**src/logic/cpr_defines.svh**
```systemverilog
// Constants for the CPU register file: reset values, flag positions,
// stack geometry and context-save lengths.
// Assumes inclusion by bare name from the register file module.
`ifndef CPR_DEFINES_SVH
`define CPR_DEFINES_SVH

// ==========================================================
// Condition code layout
`define CPR_CC_RST 8'hE8
`define CPR_CC_HI_ONES 3'h7
`define CPR_FLAG_H 4
`define CPR_FLAG_I 3
`define CPR_FLAG_N 2
`define CPR_FLAG_Z 1
`define CPR_FLAG_C 0
`define CPR_SIGN_BIT 7

// ==========================================================
// Stack geometry
`define CPR_SP_FIXED_HI 10'h003
`define CPR_SP_TOP 6'h3F
`define CPR_SP_RST 16'h00FF

// ==========================================================
// Context save lengths in bytes
`define CPR_LEN_ONE 3'h1
`define CPR_LEN_CALL 3'h2
`define CPR_LEN_INT 3'h5

// ==========================================================
// Reset values of data registers
`define CPR_DATA_RST 8'h00
`define CPR_PC_RST 16'h0000

`endif

```
**src/logic/cpr_pkg.sv**
```systemverilog
// Types shared by the CPU register file modules.
// Assumes the defines header sits beside it.
package cpr_pkg;

    // ==========================================================
    // Register selectors
    typedef enum logic [2:0] {
        REG_A,
        REG_X,
        REG_Y,
        REG_PCL,
        REG_PCH,
        REG_CC,
        REG_SL
    } cpr_reg_t;

    // ==========================================================
    // Stack operations
    typedef enum logic [2:0] {
        STK_NONE,
        STK_PUSH,
        STK_POP,
        STK_CALL,
        STK_RET,
        STK_INT,
        STK_INTERRUPT_RETURN_INSTR
    } cpr_stk_t;

    // ==========================================================
    // Stack sequencer states
    typedef enum logic [1:0] {
        ST_IDLE,
        ST_PUSH,
        ST_POP_INC,
        ST_POP_RD
    } cpr_state_t;

endpackage : cpr_pkg

```
**src/logic/cpr_adder.sv**
```systemverilog
// Eight-bit adder with carry in, giving sum, half carry and carry out.
// Assumes operands from flip-flops of the same clock; purely combinational.
`timescale 1ns/100ps
`default_nettype none

module cpr_adder (
    // Operands
    input wire logic [7:0] opnd_a_in,
    input wire logic [7:0] opnd_b_in,
    input wire logic carry_in,
    // Results
    output logic [7:0] sum_out,
    output logic half_out,
    output logic carry_out
);
    logic [8:0] full;
    logic [4:0] low;

    assign full = {1'b0, opnd_a_in} + {1'b0, opnd_b_in} + {8'h00, carry_in};
    assign low = {1'b0, opnd_a_in[3:0]} + {1'b0, opnd_b_in[3:0]} + {4'h0, carry_in};
    assign sum_out = full[7:0];
    assign carry_out = full[8];
    // Carry out of bit 3 into bit 4.
    assign half_out = low[4];

endmodule : cpr_adder

`default_nettype wire

```
**src/logic/cpr_regs.sv**
```systemverilog
// CPU programmer-visible registers: accumulator, two index registers,
// program counter, condition codes and a 64-byte stack pointer with a
// push/pop sequencer for calls and interrupt context.
// Assumes the execution logic on the same clock drives the commands,
// issues them only while busy_out is low, and owns the stack RAM,
// which reads combinationally at stack_addr_out.
//
// Notes on behaviour
// RULE_01 - Eight-bit accumulator holds operands and results of data operations.
// RULE_02 - Two eight-bit index registers for addressing or temporary data.
// RULE_03 - Second index register is never pushed or popped for interrupts.
// RULE_04 - Sixteen-bit program counter with separately writable low and high bytes.
// RULE_05 - Condition codes hold mask and four flags; reset pattern 111x1xxx.
// RULE_06 - Add operations set half carry on carry from bit 3 to 4.
// RULE_07 - Mask set on entry or instruction, cleared by software, restored on return.
// RULE_08 - Requests arriving while masked are latched and served once unmasked.
// RULE_09 - Clearing mask in a handler serves pending requests regardless of priority.
// RULE_10 - Negative flag copies bit 7 of each data operation result.
// RULE_11 - Zero flag set when the result is zero, else cleared.
// RULE_12 - Carry set on overflow; forced by instructions; shifts and tests update it.
// RULE_13 - Whole condition code register can be pushed and popped.
// RULE_14 - Stack pointer points to free slot; decrement after push, increment before pop.
// RULE_15 - Upper ten stack pointer bits fixed, six low bits vary.
// RULE_16 - Reset and stack reset instruction set the six low bits to ones.
// RULE_17 - Stack pointer wraps silently at both limits.
// RULE_18 - Interrupt entry writes program counter low byte first, then the rest.
// RULE_19 - Call uses two stack bytes, interrupt context uses five.
// RULE_20 - Stack pointer low byte readable and writable by load.
// RULE_21 - Flags update in the same cycle as the result write-back.
`timescale 1ns/100ps
`default_nettype none
`include "cpr_defines.svh"

module cpr_regs (
    // Clock and reset
    input wire logic clk_in,
    input wire logic rst_n_in,
    // Plain register load
    input wire logic wr_en_in,
    input wire cpr_pkg::cpr_reg_t wr_sel_in,
    input wire logic [7:0] wr_data_in,
    // Result write-back with flag update
    input wire logic res_we_in,
    input wire cpr_pkg::cpr_reg_t res_sel_in,
    input wire logic [7:0] res_data_in,
    input wire logic add_go_in,
    input wire logic add_with_carry_in,
    input wire logic [7:0] add_opnd_in,
    // Flag instructions
    input wire logic set_mask_instr_in,
    input wire logic clear_mask_instr_in,
    input wire logic set_carry_instr_in,
    input wire logic clear_carry_instr_in,
    input wire logic carry_wr_in,
    input wire logic carry_val_in,
    // Program counter control
    input wire logic pc_we_in,
    input wire logic [15:0] pc_load_in,
    input wire logic pc_inc_in,
    // Stack commands
    input wire logic reset_stack_pointer_instr_in,
    input wire logic push_in,
    input wire logic pop_in,
    input wire cpr_pkg::cpr_reg_t stk_sel_in,
    input wire logic call_in,
    input wire logic ret_in,
    input wire logic irq_enter_in,
    input wire logic trap_enter_in,
    input wire logic interrupt_return_instr_in,
    input wire logic [7:0] stack_rdata_in,
    // Interrupt request
    input wire logic irq_req_in,
    // Register views
    output logic [7:0] acc_out,
    output logic [7:0] idx_x_out,
    output logic [7:0] idx_y_out,
    output logic [15:0] program_counter_out,
    output logic [7:0] condition_code_register_out,
    output logic [15:0] stack_pointer_out,
    // Stack RAM port and status
    output logic busy_out,
    output logic stack_we_out,
    output logic [15:0] stack_addr_out,
    output logic [7:0] stack_wdata_out,
    output logic irq_pending_out,
    output logic irq_service_out
);
    // ==========================================================
    // Storage
    logic [7:0] acc_ff;
    logic [7:0] idx_x_ff;
    logic [7:0] idx_y_ff;
    logic [15:0] pc_ff;
    logic [4:0] cc_ff;
    logic [4:0] nxt_cc;
    logic [5:0] sp_ff;
    logic pend_ff;
    cpr_pkg::cpr_state_t state_ff;
    cpr_pkg::cpr_stk_t op_ff;
    cpr_pkg::cpr_stk_t start_op;
    cpr_pkg::cpr_reg_t sel_ff;
    cpr_pkg::cpr_reg_t cur_reg;
    logic [2:0] idx_ff;
    logic last_step;
    logic uw_en;
    cpr_pkg::cpr_reg_t uw_sel;
    logic [7:0] uw_data;
    logic [7:0] add_sum;
    logic add_half;
    logic add_carry;

    // ==========================================================
    // Helper functions
    function automatic cpr_pkg::cpr_reg_t seq_reg(input cpr_pkg::cpr_stk_t op,
                                                   input logic [2:0] idx,
                                                   input cpr_pkg::cpr_reg_t sel);
        cpr_pkg::cpr_reg_t r;
        r = sel;
        case (op)
            cpr_pkg::STK_CALL: r = (idx == 3'h0) ? cpr_pkg::REG_PCL : cpr_pkg::REG_PCH;
            cpr_pkg::STK_RET: r = (idx == 3'h0) ? cpr_pkg::REG_PCH : cpr_pkg::REG_PCL;
            // RULE_18 - low byte first
            cpr_pkg::STK_INT:
            begin
                case (idx)
                    3'h0: r = cpr_pkg::REG_PCL;
                    3'h1: r = cpr_pkg::REG_PCH;
                    3'h2: r = cpr_pkg::REG_X;
                    3'h3: r = cpr_pkg::REG_A;
                    default: r = cpr_pkg::REG_CC;
                endcase
            end
            // RULE_03 - no second index
            cpr_pkg::STK_INTERRUPT_RETURN_INSTR:
            begin
                case (idx)
                    3'h0: r = cpr_pkg::REG_CC;
                    3'h1: r = cpr_pkg::REG_A;
                    3'h2: r = cpr_pkg::REG_X;
                    3'h3: r = cpr_pkg::REG_PCH;
                    default: r = cpr_pkg::REG_PCL;
                endcase
            end
            default: r = sel;
        endcase
        return r;
    endfunction : seq_reg

    // RULE_19 - bytes per save
    function automatic logic [2:0] seq_len(input cpr_pkg::cpr_stk_t op);
        case (op)
            cpr_pkg::STK_CALL, cpr_pkg::STK_RET: return `CPR_LEN_CALL;
            cpr_pkg::STK_INT, cpr_pkg::STK_INTERRUPT_RETURN_INSTR: return `CPR_LEN_INT;
            default: return `CPR_LEN_ONE;
        endcase
    endfunction : seq_len

    function automatic logic [7:0] reg_val(input cpr_pkg::cpr_reg_t r);
        case (r)
            cpr_pkg::REG_A: return acc_ff;
            cpr_pkg::REG_X: return idx_x_ff;
            cpr_pkg::REG_Y: return idx_y_ff;
            cpr_pkg::REG_PCL: return pc_ff[7:0];
            cpr_pkg::REG_PCH: return pc_ff[15:8];
            // RULE_13 - whole byte saved
            cpr_pkg::REG_CC: return {`CPR_CC_HI_ONES, cc_ff};
            default: return {2'h0, sp_ff};
        endcase
    endfunction : reg_val

    // ==========================================================
    // Adder
    cpr_adder u_adder (
        .opnd_a_in(acc_ff),
        .opnd_b_in(add_opnd_in),
        .carry_in(add_with_carry_in & cc_ff[`CPR_FLAG_C]),
        .sum_out(add_sum),
        .half_out(add_half),
        .carry_out(add_carry)
    );

    // ==========================================================
    // Stack sequencer
    always_comb
    begin
        start_op = cpr_pkg::STK_NONE;
        if (irq_enter_in || trap_enter_in)
            start_op = cpr_pkg::STK_INT;
        else if (interrupt_return_instr_in)
            start_op = cpr_pkg::STK_INTERRUPT_RETURN_INSTR;
        else if (call_in)
            start_op = cpr_pkg::STK_CALL;
        else if (ret_in)
            start_op = cpr_pkg::STK_RET;
        else if (push_in)
            start_op = cpr_pkg::STK_PUSH;
        else if (pop_in)
            start_op = cpr_pkg::STK_POP;
    end

    assign cur_reg = seq_reg(op_ff, idx_ff, sel_ff);
    assign last_step = (idx_ff == seq_len(op_ff) - 3'h1);

    always_ff @(posedge clk_in)
    begin
        if (!rst_n_in)
        begin
            state_ff <= cpr_pkg::ST_IDLE;
            op_ff <= cpr_pkg::STK_NONE;
            sel_ff <= cpr_pkg::REG_A;
            idx_ff <= 3'h0;
        end
        else
        begin
            case (state_ff)
                cpr_pkg::ST_IDLE:
                begin
                    idx_ff <= 3'h0;
                    op_ff <= start_op;
                    sel_ff <= stk_sel_in;
                    if (start_op == cpr_pkg::STK_INT || start_op == cpr_pkg::STK_CALL
                        || start_op == cpr_pkg::STK_PUSH)
                        state_ff <= cpr_pkg::ST_PUSH;
                    else if (start_op != cpr_pkg::STK_NONE)
                        state_ff <= cpr_pkg::ST_POP_INC;
                end
                cpr_pkg::ST_PUSH:
                begin
                    idx_ff <= idx_ff + 3'h1;
                    if (last_step)
                        state_ff <= cpr_pkg::ST_IDLE;
                end
                cpr_pkg::ST_POP_INC:
                begin
                    state_ff <= cpr_pkg::ST_POP_RD;
                end
                default:
                begin
                    idx_ff <= idx_ff + 3'h1;
                    state_ff <= last_step ? cpr_pkg::ST_IDLE : cpr_pkg::ST_POP_INC;
                end
            endcase
        end
    end

    assign busy_out = (state_ff != cpr_pkg::ST_IDLE);
    assign stack_we_out = (state_ff == cpr_pkg::ST_PUSH);
    assign stack_addr_out = stack_pointer_out;
    always_comb stack_wdata_out = reg_val(cur_reg);

    // ==========================================================
    // Unified byte write: popped data beats a load, a load beats a result
    always_comb
    begin
        uw_en = 1'b1;
        uw_sel = res_sel_in;
        uw_data = res_data_in;
        if (state_ff == cpr_pkg::ST_POP_RD)
        begin
            uw_sel = cur_reg;
            uw_data = stack_rdata_in;
        end
        else if (wr_en_in)
        begin
            uw_sel = wr_sel_in;
            uw_data = wr_data_in;
        end
        else if (!res_we_in)
            uw_en = 1'b0;
    end

    // ==========================================================
    // Data registers
    // RULE_01 - accumulator update
    always_ff @(posedge clk_in)
    begin
        if (!rst_n_in)
            acc_ff <= `CPR_DATA_RST;
        else if (uw_en && uw_sel == cpr_pkg::REG_A)
            acc_ff <= uw_data;
        else if (add_go_in)
            acc_ff <= add_sum;
    end

    // RULE_02 - index registers
    always_ff @(posedge clk_in)
    begin
        if (!rst_n_in)
        begin
            idx_x_ff <= `CPR_DATA_RST;
            idx_y_ff <= `CPR_DATA_RST;
        end
        else if (uw_en && uw_sel == cpr_pkg::REG_X)
            idx_x_ff <= uw_data;
        else if (uw_en && uw_sel == cpr_pkg::REG_Y)
            idx_y_ff <= uw_data;
    end

    // RULE_04 - byte-wise program counter
    always_ff @(posedge clk_in)
    begin
        if (!rst_n_in)
            pc_ff <= `CPR_PC_RST;
        else if (uw_en && uw_sel == cpr_pkg::REG_PCL)
            pc_ff[7:0] <= uw_data;
        else if (uw_en && uw_sel == cpr_pkg::REG_PCH)
            pc_ff[15:8] <= uw_data;
        else if (pc_we_in)
            pc_ff <= pc_load_in;
        else if (pc_inc_in)
            pc_ff <= pc_ff + 16'h0001;
    end

    // ==========================================================
    // Condition codes
    always_comb
    begin
        nxt_cc = cc_ff;
        // RULE_07 - mask control
        if (set_mask_instr_in)
            nxt_cc[`CPR_FLAG_I] = 1'b1;
        else if (clear_mask_instr_in)
            nxt_cc[`CPR_FLAG_I] = 1'b0;
        if (state_ff == cpr_pkg::ST_PUSH && op_ff == cpr_pkg::STK_INT && last_step)
            nxt_cc[`CPR_FLAG_I] = 1'b1;
        // RULE_12 - carry sources
        if (set_carry_instr_in)
            nxt_cc[`CPR_FLAG_C] = 1'b1;
        else if (clear_carry_instr_in)
            nxt_cc[`CPR_FLAG_C] = 1'b0;
        else if (carry_wr_in)
            nxt_cc[`CPR_FLAG_C] = carry_val_in;
        // RULE_21 - flags with write-back
        if (res_we_in)
        begin
            nxt_cc[`CPR_FLAG_N] = res_data_in[`CPR_SIGN_BIT];
            nxt_cc[`CPR_FLAG_Z] = (res_data_in == 8'h00);
        end
        if (add_go_in)
        begin
            // RULE_06 - half carry
            nxt_cc[`CPR_FLAG_H] = add_half;
            // RULE_10 - sign copy
            nxt_cc[`CPR_FLAG_N] = add_sum[`CPR_SIGN_BIT];
            // RULE_11 - zero detect
            nxt_cc[`CPR_FLAG_Z] = (add_sum == 8'h00);
            nxt_cc[`CPR_FLAG_C] = add_carry;
        end
        // RULE_13 - whole-byte restore
        if (uw_en && uw_sel == cpr_pkg::REG_CC)
            nxt_cc = uw_data[4:0];
    end

    // RULE_05 - reset pattern
    always_ff @(posedge clk_in)
    begin
        if (!rst_n_in)
            cc_ff <= 5'(`CPR_CC_RST);
        else
            cc_ff <= nxt_cc;
    end

    // ==========================================================
    // Stack pointer
    always_ff @(posedge clk_in)
    begin
        if (!rst_n_in)
            sp_ff <= `CPR_SP_TOP;
        // RULE_16 - back to top
        else if (reset_stack_pointer_instr_in)
            sp_ff <= `CPR_SP_TOP;
        // RULE_20 - load low byte
        else if (uw_en && uw_sel == cpr_pkg::REG_SL)
            sp_ff <= uw_data[5:0];
        // RULE_14 - post-decrement push
        else if (state_ff == cpr_pkg::ST_PUSH)
            sp_ff <= sp_ff - 6'h01;
        // RULE_17 - silent wrap
        else if (state_ff == cpr_pkg::ST_POP_INC)
            sp_ff <= sp_ff + 6'h01;
    end

    // RULE_15 - fixed upper bits
    assign stack_pointer_out = {`CPR_SP_FIXED_HI, sp_ff};

    // ==========================================================
    // Interrupt request latch
    // RULE_08 - latch while masked
    always_ff @(posedge clk_in)
    begin
        if (!rst_n_in)
            pend_ff <= 1'b0;
        else if (irq_req_in)
            pend_ff <= 1'b1;
        else if (irq_enter_in)
            pend_ff <= 1'b0;
    end

    assign irq_pending_out = pend_ff;
    // RULE_09 - serve on unmask
    assign irq_service_out = pend_ff & ~cc_ff[`CPR_FLAG_I];

    // ==========================================================
    // Views
    assign acc_out = acc_ff;
    assign idx_x_out = idx_x_ff;
    assign idx_y_out = idx_y_ff;
    assign program_counter_out = pc_ff;
    assign condition_code_register_out = {`CPR_CC_HI_ONES, cc_ff};

    function automatic logic uw_en_cc();
        return uw_en && uw_sel == cpr_pkg::REG_CC;
    endfunction : uw_en_cc

    function automatic logic uw_en_sl();
        return uw_en && uw_sel == cpr_pkg::REG_SL;
    endfunction : uw_en_sl
endmodule : cpr_regs

`default_nettype wire

```
**config.mk**
```make
export PLATFORM = sky130hd
export DESIGN_NAME = cpr_regs
export DESIGN_NICKNAME = d
export VERILOG_FILES = /design/src/logic/cpr_pkg.sv /design/src/logic/cpr_adder.sv /design/src/logic/cpr_regs.sv
export VERILOG_INCLUDE_DIRS = /design/src /design/src/logic
export SDC_FILE = /design/constraint.sdc
export NUM_CORES = 1
export LEC_CHECK = 0
export ABC_CLOCK_PERIOD_IN_PS = 2900
export BUFFER_PORTS_ARGS = -buffer_cell sky130_fd_sc_hd__clkbuf_2
export CELL_PAD_IN_SITES_DETAIL_PLACEMENT = 1
export CELL_PAD_IN_SITES_GLOBAL_PLACEMENT = 2
export CORE_UTILIZATION = 28
export CTS_BUF_LIST = sky130_fd_sc_hd__clkbuf_16
export DETAILED_ROUTE_END_ITERATION = 8
export PLACE_DENSITY_LB_ADDON = 0.12
export SETUP_SLACK_MARGIN = 0.3
export SYNTH_ARGS = -nofsm -noshare
export SYNTH_HDL_FRONTEND = slang
export SYNTH_SLANG_ARGS = --single-unit
```
**constraint.sdc**
```tcl
create_clock -name clk_in -period 2.9 [get_ports clk_in]
set_input_delay 0.29 -clock clk_in [delete_from_list [all_inputs] [get_ports clk_in]]
set_output_delay 0.29 -clock clk_in [all_outputs]
set_load 0.1 [all_outputs]
```
==> results of run 1 <==
[per-stage QoR]
stage	TNS [ns]	hold WS, ns	setup slack [ns]	utilization (%)
6_report	0	0.168	0.0390	39.5
5_1_grt	-0.268	0.184	-0.0987	39.5
4_1_cts	0	0.163	0.0410	38.8
3_5_place_dp	0	0.508	0.142	35.8
3_3_place_gp	0	0.488	0.218	35.8
2_1_floorplan	-0.820	0.407	-0.472	-
[worst register-to-register path: stages, from the launching register on]
cell and delay [ns]:
dfxtp_4 0.36, buf_4 0.13, ha_2 0.19, nor4b_2 0.25
a31oi_2 0.10, a22oi_2 0.22, buf_4 0.15, buf_6 0.14
a32o_2 0.27, nand2_4 0.10, buf_4 0.16, a21oi_4 0.26
o221a_1 0.23
[final timing paths]
path / endpoint / slack (ns) / cells past startpoint / startpoint
worst max-delay path: stack_wdata_out[3] / 0.04 / 11 / idx_ff[1]
worst min register to register: sel_ff[1] / 0.52 / 2 / sel_ff[1]
worst min-delay path: sel_ff[2] / 0.17 / 3 / stk_sel_in[2]
worst max register to register: program_counter_out[15] / 0.27 / 12 / idx_ff[1]
[per-layer routing]
layer / up-vias / GRT usage (%) / routed length, um / part of all wire (%)
met5: - / 0 / 0 / 0
met4: 0 / 6.68 / 476 / 2.2
met3: 26 / 4.19 / 1060 / 4.9
met2: 165 / 38.3 / 10400 / 48
met1: 2777 / 30.0 / 9820 / 45
li1: 2727 / - / - / -
[state kept, by name, indices dropped and copies added, names as in the netlist]
register	count
state_ff	2
sel_ff	3
program_counter_out	16
op_ff	3
idx_x_out	8
acc_out	8
idx_ff	3
sp_ff	6
irq_pending_out	1
idx_y_out	8
cc_ff	5
[power by group through the flow]
stage | sequential (mW) | combinational [mW] | clock, mW
floorplan | 1.56 | 1.42 | 0
CTS | 1.11 | 2.63 | 1.04
finish | 1.11 | 2.67 | 1.03
global placement | 1.13 | 2.47 | 0
detailed placement | 1.13 | 2.50 | 0
global route | 1.12 | 2.82 | 1.08
[cell families after synthesis]
group / share of synthesized area (%)
buffers and inverters: 9.43
AND/OR/NAND/NOR: 21.5
AO/OA/AOI/OAI: 25.0
XOR/XNOR: 4.55
other: 0.144
adder cells (fa/ha/maj): 5.24
multiplexers: 9.93
flip-flops: 24.2
[final cells by class]
class | count | area [sq um]
tap | 229 | 287
fill | 2208 | 10900
multi-input combinational | 544 | 3850
timing repair buffer | 206 | 1350
inverter | 24 | 98.8
clock inverter | 5 | 22.5
sequential | 63 | 1290
clock buffer | 10 | 250
[repair_timing]
item | in CTS | in global routing
pin swaps | 17 | 7
gates resized for setup | 31 | 22
setup buffers | 18 | 3
cloned | 1 | 0
setup endpoints to repair | 29 | 50
hold buffers | 0 | 0
[layout by cell type, fill, tap and decap left out, types with 7 or more instances in the layout]
cell and count:
buf_12 8, a211oi_1 10, inv_1 19, clkbuf_16 11, dfxtp_1 49, o21ai_1 9, buf_6 7, ha_1 14
buf_4 49, mux2i_1 44, xor2_1 12, nor2_1 63, a21oi_1 41, clkbuf_2 140, nor3_1 7, nand2_1 83
dfxtp_2 11, o21ai_0 31, nand3_1 21, a21o_1 9, conb_1 23, xnor2_1 13
==> results.md, run 1 <==
Status:
- The flow ran to the end, but the final reports show violations.
- The checks that failed: DRC.

Layout:
- The area growth from synthesis to layout is 37.2%.
- The number of standard cells in the layout, taps in and fillers out is 1081.
- The share of layout cells above drive strength 1 is roughly 36%.
- The final instance area is 7140 sq um.
- 0 antenna diodes ended up in the layout.
- At the end of the flow, the number of nets in the layout was approximately 950.

Synth:
- The number of register bits inferred by synthesis is 63.
- Among all flip-flop cells after synthesis, the most frequent one is dfxtp_1.
- The most frequently used cell type in the post-synthesis netlist is nand2_1.
- The number of enable flip-flop cells after synthesis is 0.
- Of the post-synthesis cell area, the dominant cell type holds 24.2%.
- The synthesized netlist cell count is 678.
- The number of unique standard cell types used by synthesis is 78.
- The most area-hungry cell type in the Yosys netlist is dfxtp_1.
- Of the synthesized area, sequential elements account for 24.2%.
- By area the synthesized netlist is led by dfxtp_1, mux2i_1, nand2_1.
- The mean post-synth cell area is 7.67 sq um.
- The count of warnings emitted by yosys is 0.
- In the synthesized netlist the async set-or-reset flop fraction comes to 0%.
- The cell area after technology mapping is 5200 sq um.
- By count the netlist is led by nand2_1, nor2_1, dfxtp_1.

Worst hold path:
- The type of the most critical hold path is in2reg.

Die:
- The number of standard-cell rows in the floorplan is slightly below 50.
- The floorplan die area is roughly 19000 sq um.
- The count of pins on the block boundary is 172.
- The effective utilization at floorplan is between 20 and 30%.
- In this run the standard cell core region covers 18100 sq um.
- The die is roughly 140 um tall.
- The overall die width is 138 um.

Routing:
- Once detail routing completed, the nets flagged for antenna violations numbered 0.
- The routed layout has 5695 vias.
- The final routed DRC violation total is 24.
- For this block, the initial DRC count from the detailed router was ~270.
- Using the TritonRoute via totals, the vias-per-cell ratio works out to 5.27.
- The wire length per cell is between 20 and 25 um.
- The first detailed-routing pass ran for 7 iterations.
- The total detailed-routing wirelength is 21800 um.

Timing:
- The maximum clock skew at final layout is 0.00706 ns.
- Setup repair after global routing could not meet its margin everywhere.
- Setup violations remaining at the end of the flow were counted as 0.
- The final count of hold timing violations is 0.
- Counting I/O delays and the setup requirement, the final critical path takes 2.86 ns.
- For the pin with the worst max-slew slack, the measured transition is 0.951 ns.
- The worst pin sits at a relative slew slack of 36.2%.
- After layout, the worst path uses 98.7% of the clock period.
- Static timing analysis puts the maximum clock frequency at 350 MHz.
- The max-slew violation count was 0.

Global route:
- The number of global-route vias before repair is between 5000 and 6000.
- The wire length of the first global-routing pass is 34000 um.
- The total overflow left after global routing is 0.
- The initial antenna violation count is 1.
- Entering global routing, the biggest net connects 22 pins.
- The global routing usage summed across all routing layers is 22.9%.

Clock network:
- The clock reaches the later pin of the worst-skew pair after 0.34 ns.
- The clock slew at the register clock pins of the worst setup and hold paths is 0.05 ns.
- No sink is reached through more buffers than the 2 on the longest clock path.
- Buffers inserted during clock tree synthesis total 9.
- The clock tree synthesis step divided the H-tree into 3 levels.
- The TritonCTS clock tree is yes.
- The tree built by TritonCTS fans out to 63 sinks.
- The buffer cell driving the clock tree root is clkbuf_16.

Placement:
- The half-perimeter wire length of the detailed placement result is ~17000 um.
- The instance area after placement is between 6000 and 7000 sq um.
- The congestion estimate from routability-driven global placement came to 0.829.
- The count of buffers added on input and output ports is 148.
- The total instance count after detailed placement is 1044.

Setup path:
- Together, buffers and inverters on the worst path number 3.
- At the worst endpoint, the arrival time is 2.57 ns.
- The critical path class is reg2out.
- The delay of the slowest cell on the worst path is 0.36 ns.
- The critical path goes through buf_4, ha_2, nor4b_2, a31oi_2, a22oi_2, buf_6, mux2i_1, o21ai_0, o21ai_1, o21ai_4, buf_12.
- STA classifies the critical path startpoint as a flip-flop.
- The required time at the worst-slack endpoint is 2.61 ns.
- Along the worst path, the maximum fanout reaches 10.
- The cell type group with the largest total delay on the critical path is compound AO/OA/AOI/OAI gates.
- The slowest stage cell on the critical path is dfxtp_4.
- The worst setup path is captured at a primary output.

Flow run:
- The number of max-cap violations is 0.

Power and ir drop:
- Net switching is between 50 and 60% of the power.
- Of the total power, the clock network draws a little over a fifth.
- In this run, the combinational gates consume 55.5% of the power.
- After layout, the design draws a total of 4.80 mW.
- The switching power total is roughly 2.4 mW.
- The leakage power is 3.28 nW.
- In this run the power density over the cells is 673 nW/um^2.
- Of the total power, registers draw between 20 and 25%.
- The cell-internal power is 2.39 mW.
- The worst IR drop on VDD is approximately 0.00029 V.
Power figures use the tool's default switching activity.
==> run 2, diff against run 1 <==
--- a/config.mk
+++ b/config.mk
@@ -10,8 +10,8 @@
 export BUFFER_PORTS_ARGS = -buffer_cell sky130_fd_sc_hd__clkbuf_2
 export CELL_PAD_IN_SITES_DETAIL_PLACEMENT = 1
 export CELL_PAD_IN_SITES_GLOBAL_PLACEMENT = 2
-export CORE_UTILIZATION = 28
-export CTS_BUF_LIST = sky130_fd_sc_hd__clkbuf_16
+export CORE_UTILIZATION = 29
+export CTS_BUF_LIST = sky130_fd_sc_hd__clkbuf_4
 export DETAILED_ROUTE_END_ITERATION = 8
 export PLACE_DENSITY_LB_ADDON = 0.12
 export SETUP_SLACK_MARGIN = 0.3
==> results.md, run 2 (synthesis gave the netlist of run 1 again) <==
Status:
- The flow ran to the end, but the final reports show violations.
- The checks that failed: setup timing.

Power and ir drop:
- The part of the total power dissipated in combinational logic is 61.8%.
- In this run the power density over the cells is ~610 nW/um^2.
- The leakage power is 3.37 nW.
- The cell-internal power is 2.09 mW.
- The share of power burned in registers is 24.5%.
- The switching power total is 2.43 mW.
- The part of the power in the clock network is 13.7%.
- In this run switching power makes up between 50% and 60% of total power.
- VDD sags by at most roughly 0.00037 V.
- The design draws 4.52 mW.

Timing:
- After layout, the worst path uses 105% of the clock period.
- For the pin with the worst max-slew slack, the measured transition is 1.26 ns.
- The maximum clock rate is 329 MHz.
- The post-route minimum period is 3.04 ns.
- Setup repair after global routing could not meet its margin everywhere.
- The final count of hold timing violations was 0.
- The max-slew violation count is 0.
- The max-slew headroom at the worst pin is 15.6%.
- The total negative slack for setup checks is -0.597 ns.
- The maximum clock skew at final layout is around 0.033 ns.
- The final count of negative-setup-slack endpoints is 7.
- The final critical-path setup slack is -0.138 ns.

Layout:
- The register with the most flip-flops in the layout has 16 of them.
- Relative to the synthesized area, the layout overhead comes to 42.2%.
- The most common library cell in the layout ignoring fill and taps is clkbuf_2.
- Cells fill 42.5% of the core in the end.
- Leaving out fill and tap cells, the most frequent cells in the layout are clkbuf_2, nand2_1, nor2_1.
- The net count reported at finish is 966.
- The share of layout cells above drive strength 1 is 40.4%.

Global route:
- The maximum number of pins on one net before global-route repair is 22.
- Global routing used 22.9% of the available tracks across all layers.
- The number of global-route vias before repair came to 5660.
- The total global routing overflow is 0.
- The wire length of the first global-routing pass is 31800 um.
- The initial antenna violation count is 2.

Clock network:
- Clock tree synthesis found a total of 63 sinks.
- Buffers inserted during clock tree synthesis total 9.
- The clock latency on the worst-skew pair is 0.47 ns.
- In this run the deepest clock path goes through 2 buffers.
- After clock tree synthesis, the clock-pin slew on the worst setup and hold paths is 0.14 ns.
- The TritonCTS clock tree is yes.
- The H-tree was split into 3 levels.
- The buffer cell driving the clock tree root is clkbuf_4.

Setup path:
- The worst reg2reg path startpoint is idx_ff[1].
- The highest fanout seen on the critical path is 8.
- The critical path class is reg2out.
- The required time at the worst-slack endpoint is 2.61 ns.
- The worst setup path is captured at a primary output.
- The launching element of the worst setup path is idx_ff[1].
- At the worst endpoint, the arrival time is 2.75 ns.
- The startpoint kind of the worst setup timing path is a flip-flop.

Die:
- For this configuration, the core starts out at a cell density of 29.9%.
- From bottom edge to top edge, the die measures ~140 um.
- The die is 136 um wide.
- For this design the top-level I/O count stands at 172.
- The floorplan step defined a core boundary enclosing 17400 sq um.
- The number of standard-cell rows in the floorplan is 48.
- The floorplan die area is between 15000 and 20000 sq um.

Placement:
- At the end of routability-driven placement, the weighted congestion stood at 0.866.
- Buffers placed on the I/O ports in this run total 148.
- Detailed placement ended at an HPWL of between 15000 and 20000 um.

Routing:
- The final routed DRC violation total is 0.
- In the routed layout, each cell is associated on average with a via count of between 5 and 6.
- The wire length per cell is 19.7 um.
- The first routing iteration left 279 violations.
- After detailed routing, the total wire length is 21600 um.
- Once detail routing completed, the nets flagged for antenna violations numbered 0.
- Detailed routing inserted a total of 5743 vias.
- The first TritonRoute pass finished after 4 iterations.

Flow run:
- The number of max-cap violations is 0.

Worst hold path:
- In this run the worst hold path is classified as in2reg.
- The start point of the worst min-delay path is irq_req_in.
==> run 2: cell count changes in the layout (fill, tap and decap cells not counted), moves of 4 or more <==
cell       delta
a211oi_2      +6
clkbuf_4      +9
o21ai_2       +4
buf_4         +5
nor2_4        +6
nor2_1        -5
clkbuf_16    -10
a211oi_1      -6
buf_6         +6
==> run 2: layout make-up <==
cell class                      count  area (sq um)
Clock buffer                        9          67.6
Sequential cell                    63          1290
Clock inverter                      7          63.8
Tap cell                          225           282
Multi-Input combinational cell    546          4080
Inverter                           24          98.8
Timing Repair Buffer              222          1510
Fill cell                        2150         10000
Antenna cell                        2          5.00
==> run 2: metal layers <==
metal  track usage, %  share of wire [%]
met5                0                  0
met4             6.48                1.9
met3             3.47                5.5
met2             39.9                 49
met1             29.1                 44
==> run 2: stage by stage <==
stage | instance area [sq um] | hold WS [ns] | std cells | setup WS, ns
2_1_floorplan | 5500 | 0.407 | 699 | -0.472
3_3_place_gp | 6450 | 0.486 | 1037 | 0.135
3_5_place_dp | 6450 | 0.483 | 1037 | 0.0917
4_1_cts | 6880 | 0.0141 | 1076 | -0.0700
5_1_grt | 7400 | 0.0213 | 1098 | -0.246
6_report | 7400 | 0.0445 | 1098 | -0.138
==> run 2: worst max-delay path, cell delays in order, from the launching register on <==
cell and delay (ns):
dfxtp_4 0.40, inv_4 0.04, ha_4 0.18, nor4b_4 0.30
a31oi_4 0.07, a22oi_2 0.32, buf_6 0.20, nand2_1 0.07
a21oi_1 0.12, a21oi_1 0.08, o221ai_2 0.25, buf_12 0.21
==> run 2: timing repair <==
item / in CTS / in global routing
gates cloned: 1 / 5
buffers inserted: 22 / 15
hold buffers: 0 / 0
resized for setup: 34 / 87
endpoints found under the setup margin: 39 / 49
pin swaps: 10 / 41
==> run 2: path summary, 6_finish.rpt <==
kind                            slack, ns  cells past startpoint                      end
worst max-delay path                -0.14                     11       stack_wdata_out[0]
worst min-delay path                 0.04                      3          irq_pending_out
worst max register to register       0.05                     12  program_counter_out[15]
worst min register to register       0.50                      2                sel_ff[1]
==> run 2: power by group through the flow <==
stage / Sequential (mW) / Clock, mW / Combinational, mW
after floorplan: 1.56 / 0 / 1.42
after global placement: 1.12 / 0 / 2.45
after detailed placement: 1.13 / 0 / 2.49
after CTS: 1.11 / 0.640 / 2.62
after global routing: 1.12 / 0.683 / 2.94
final: 1.11 / 0.620 / 2.79
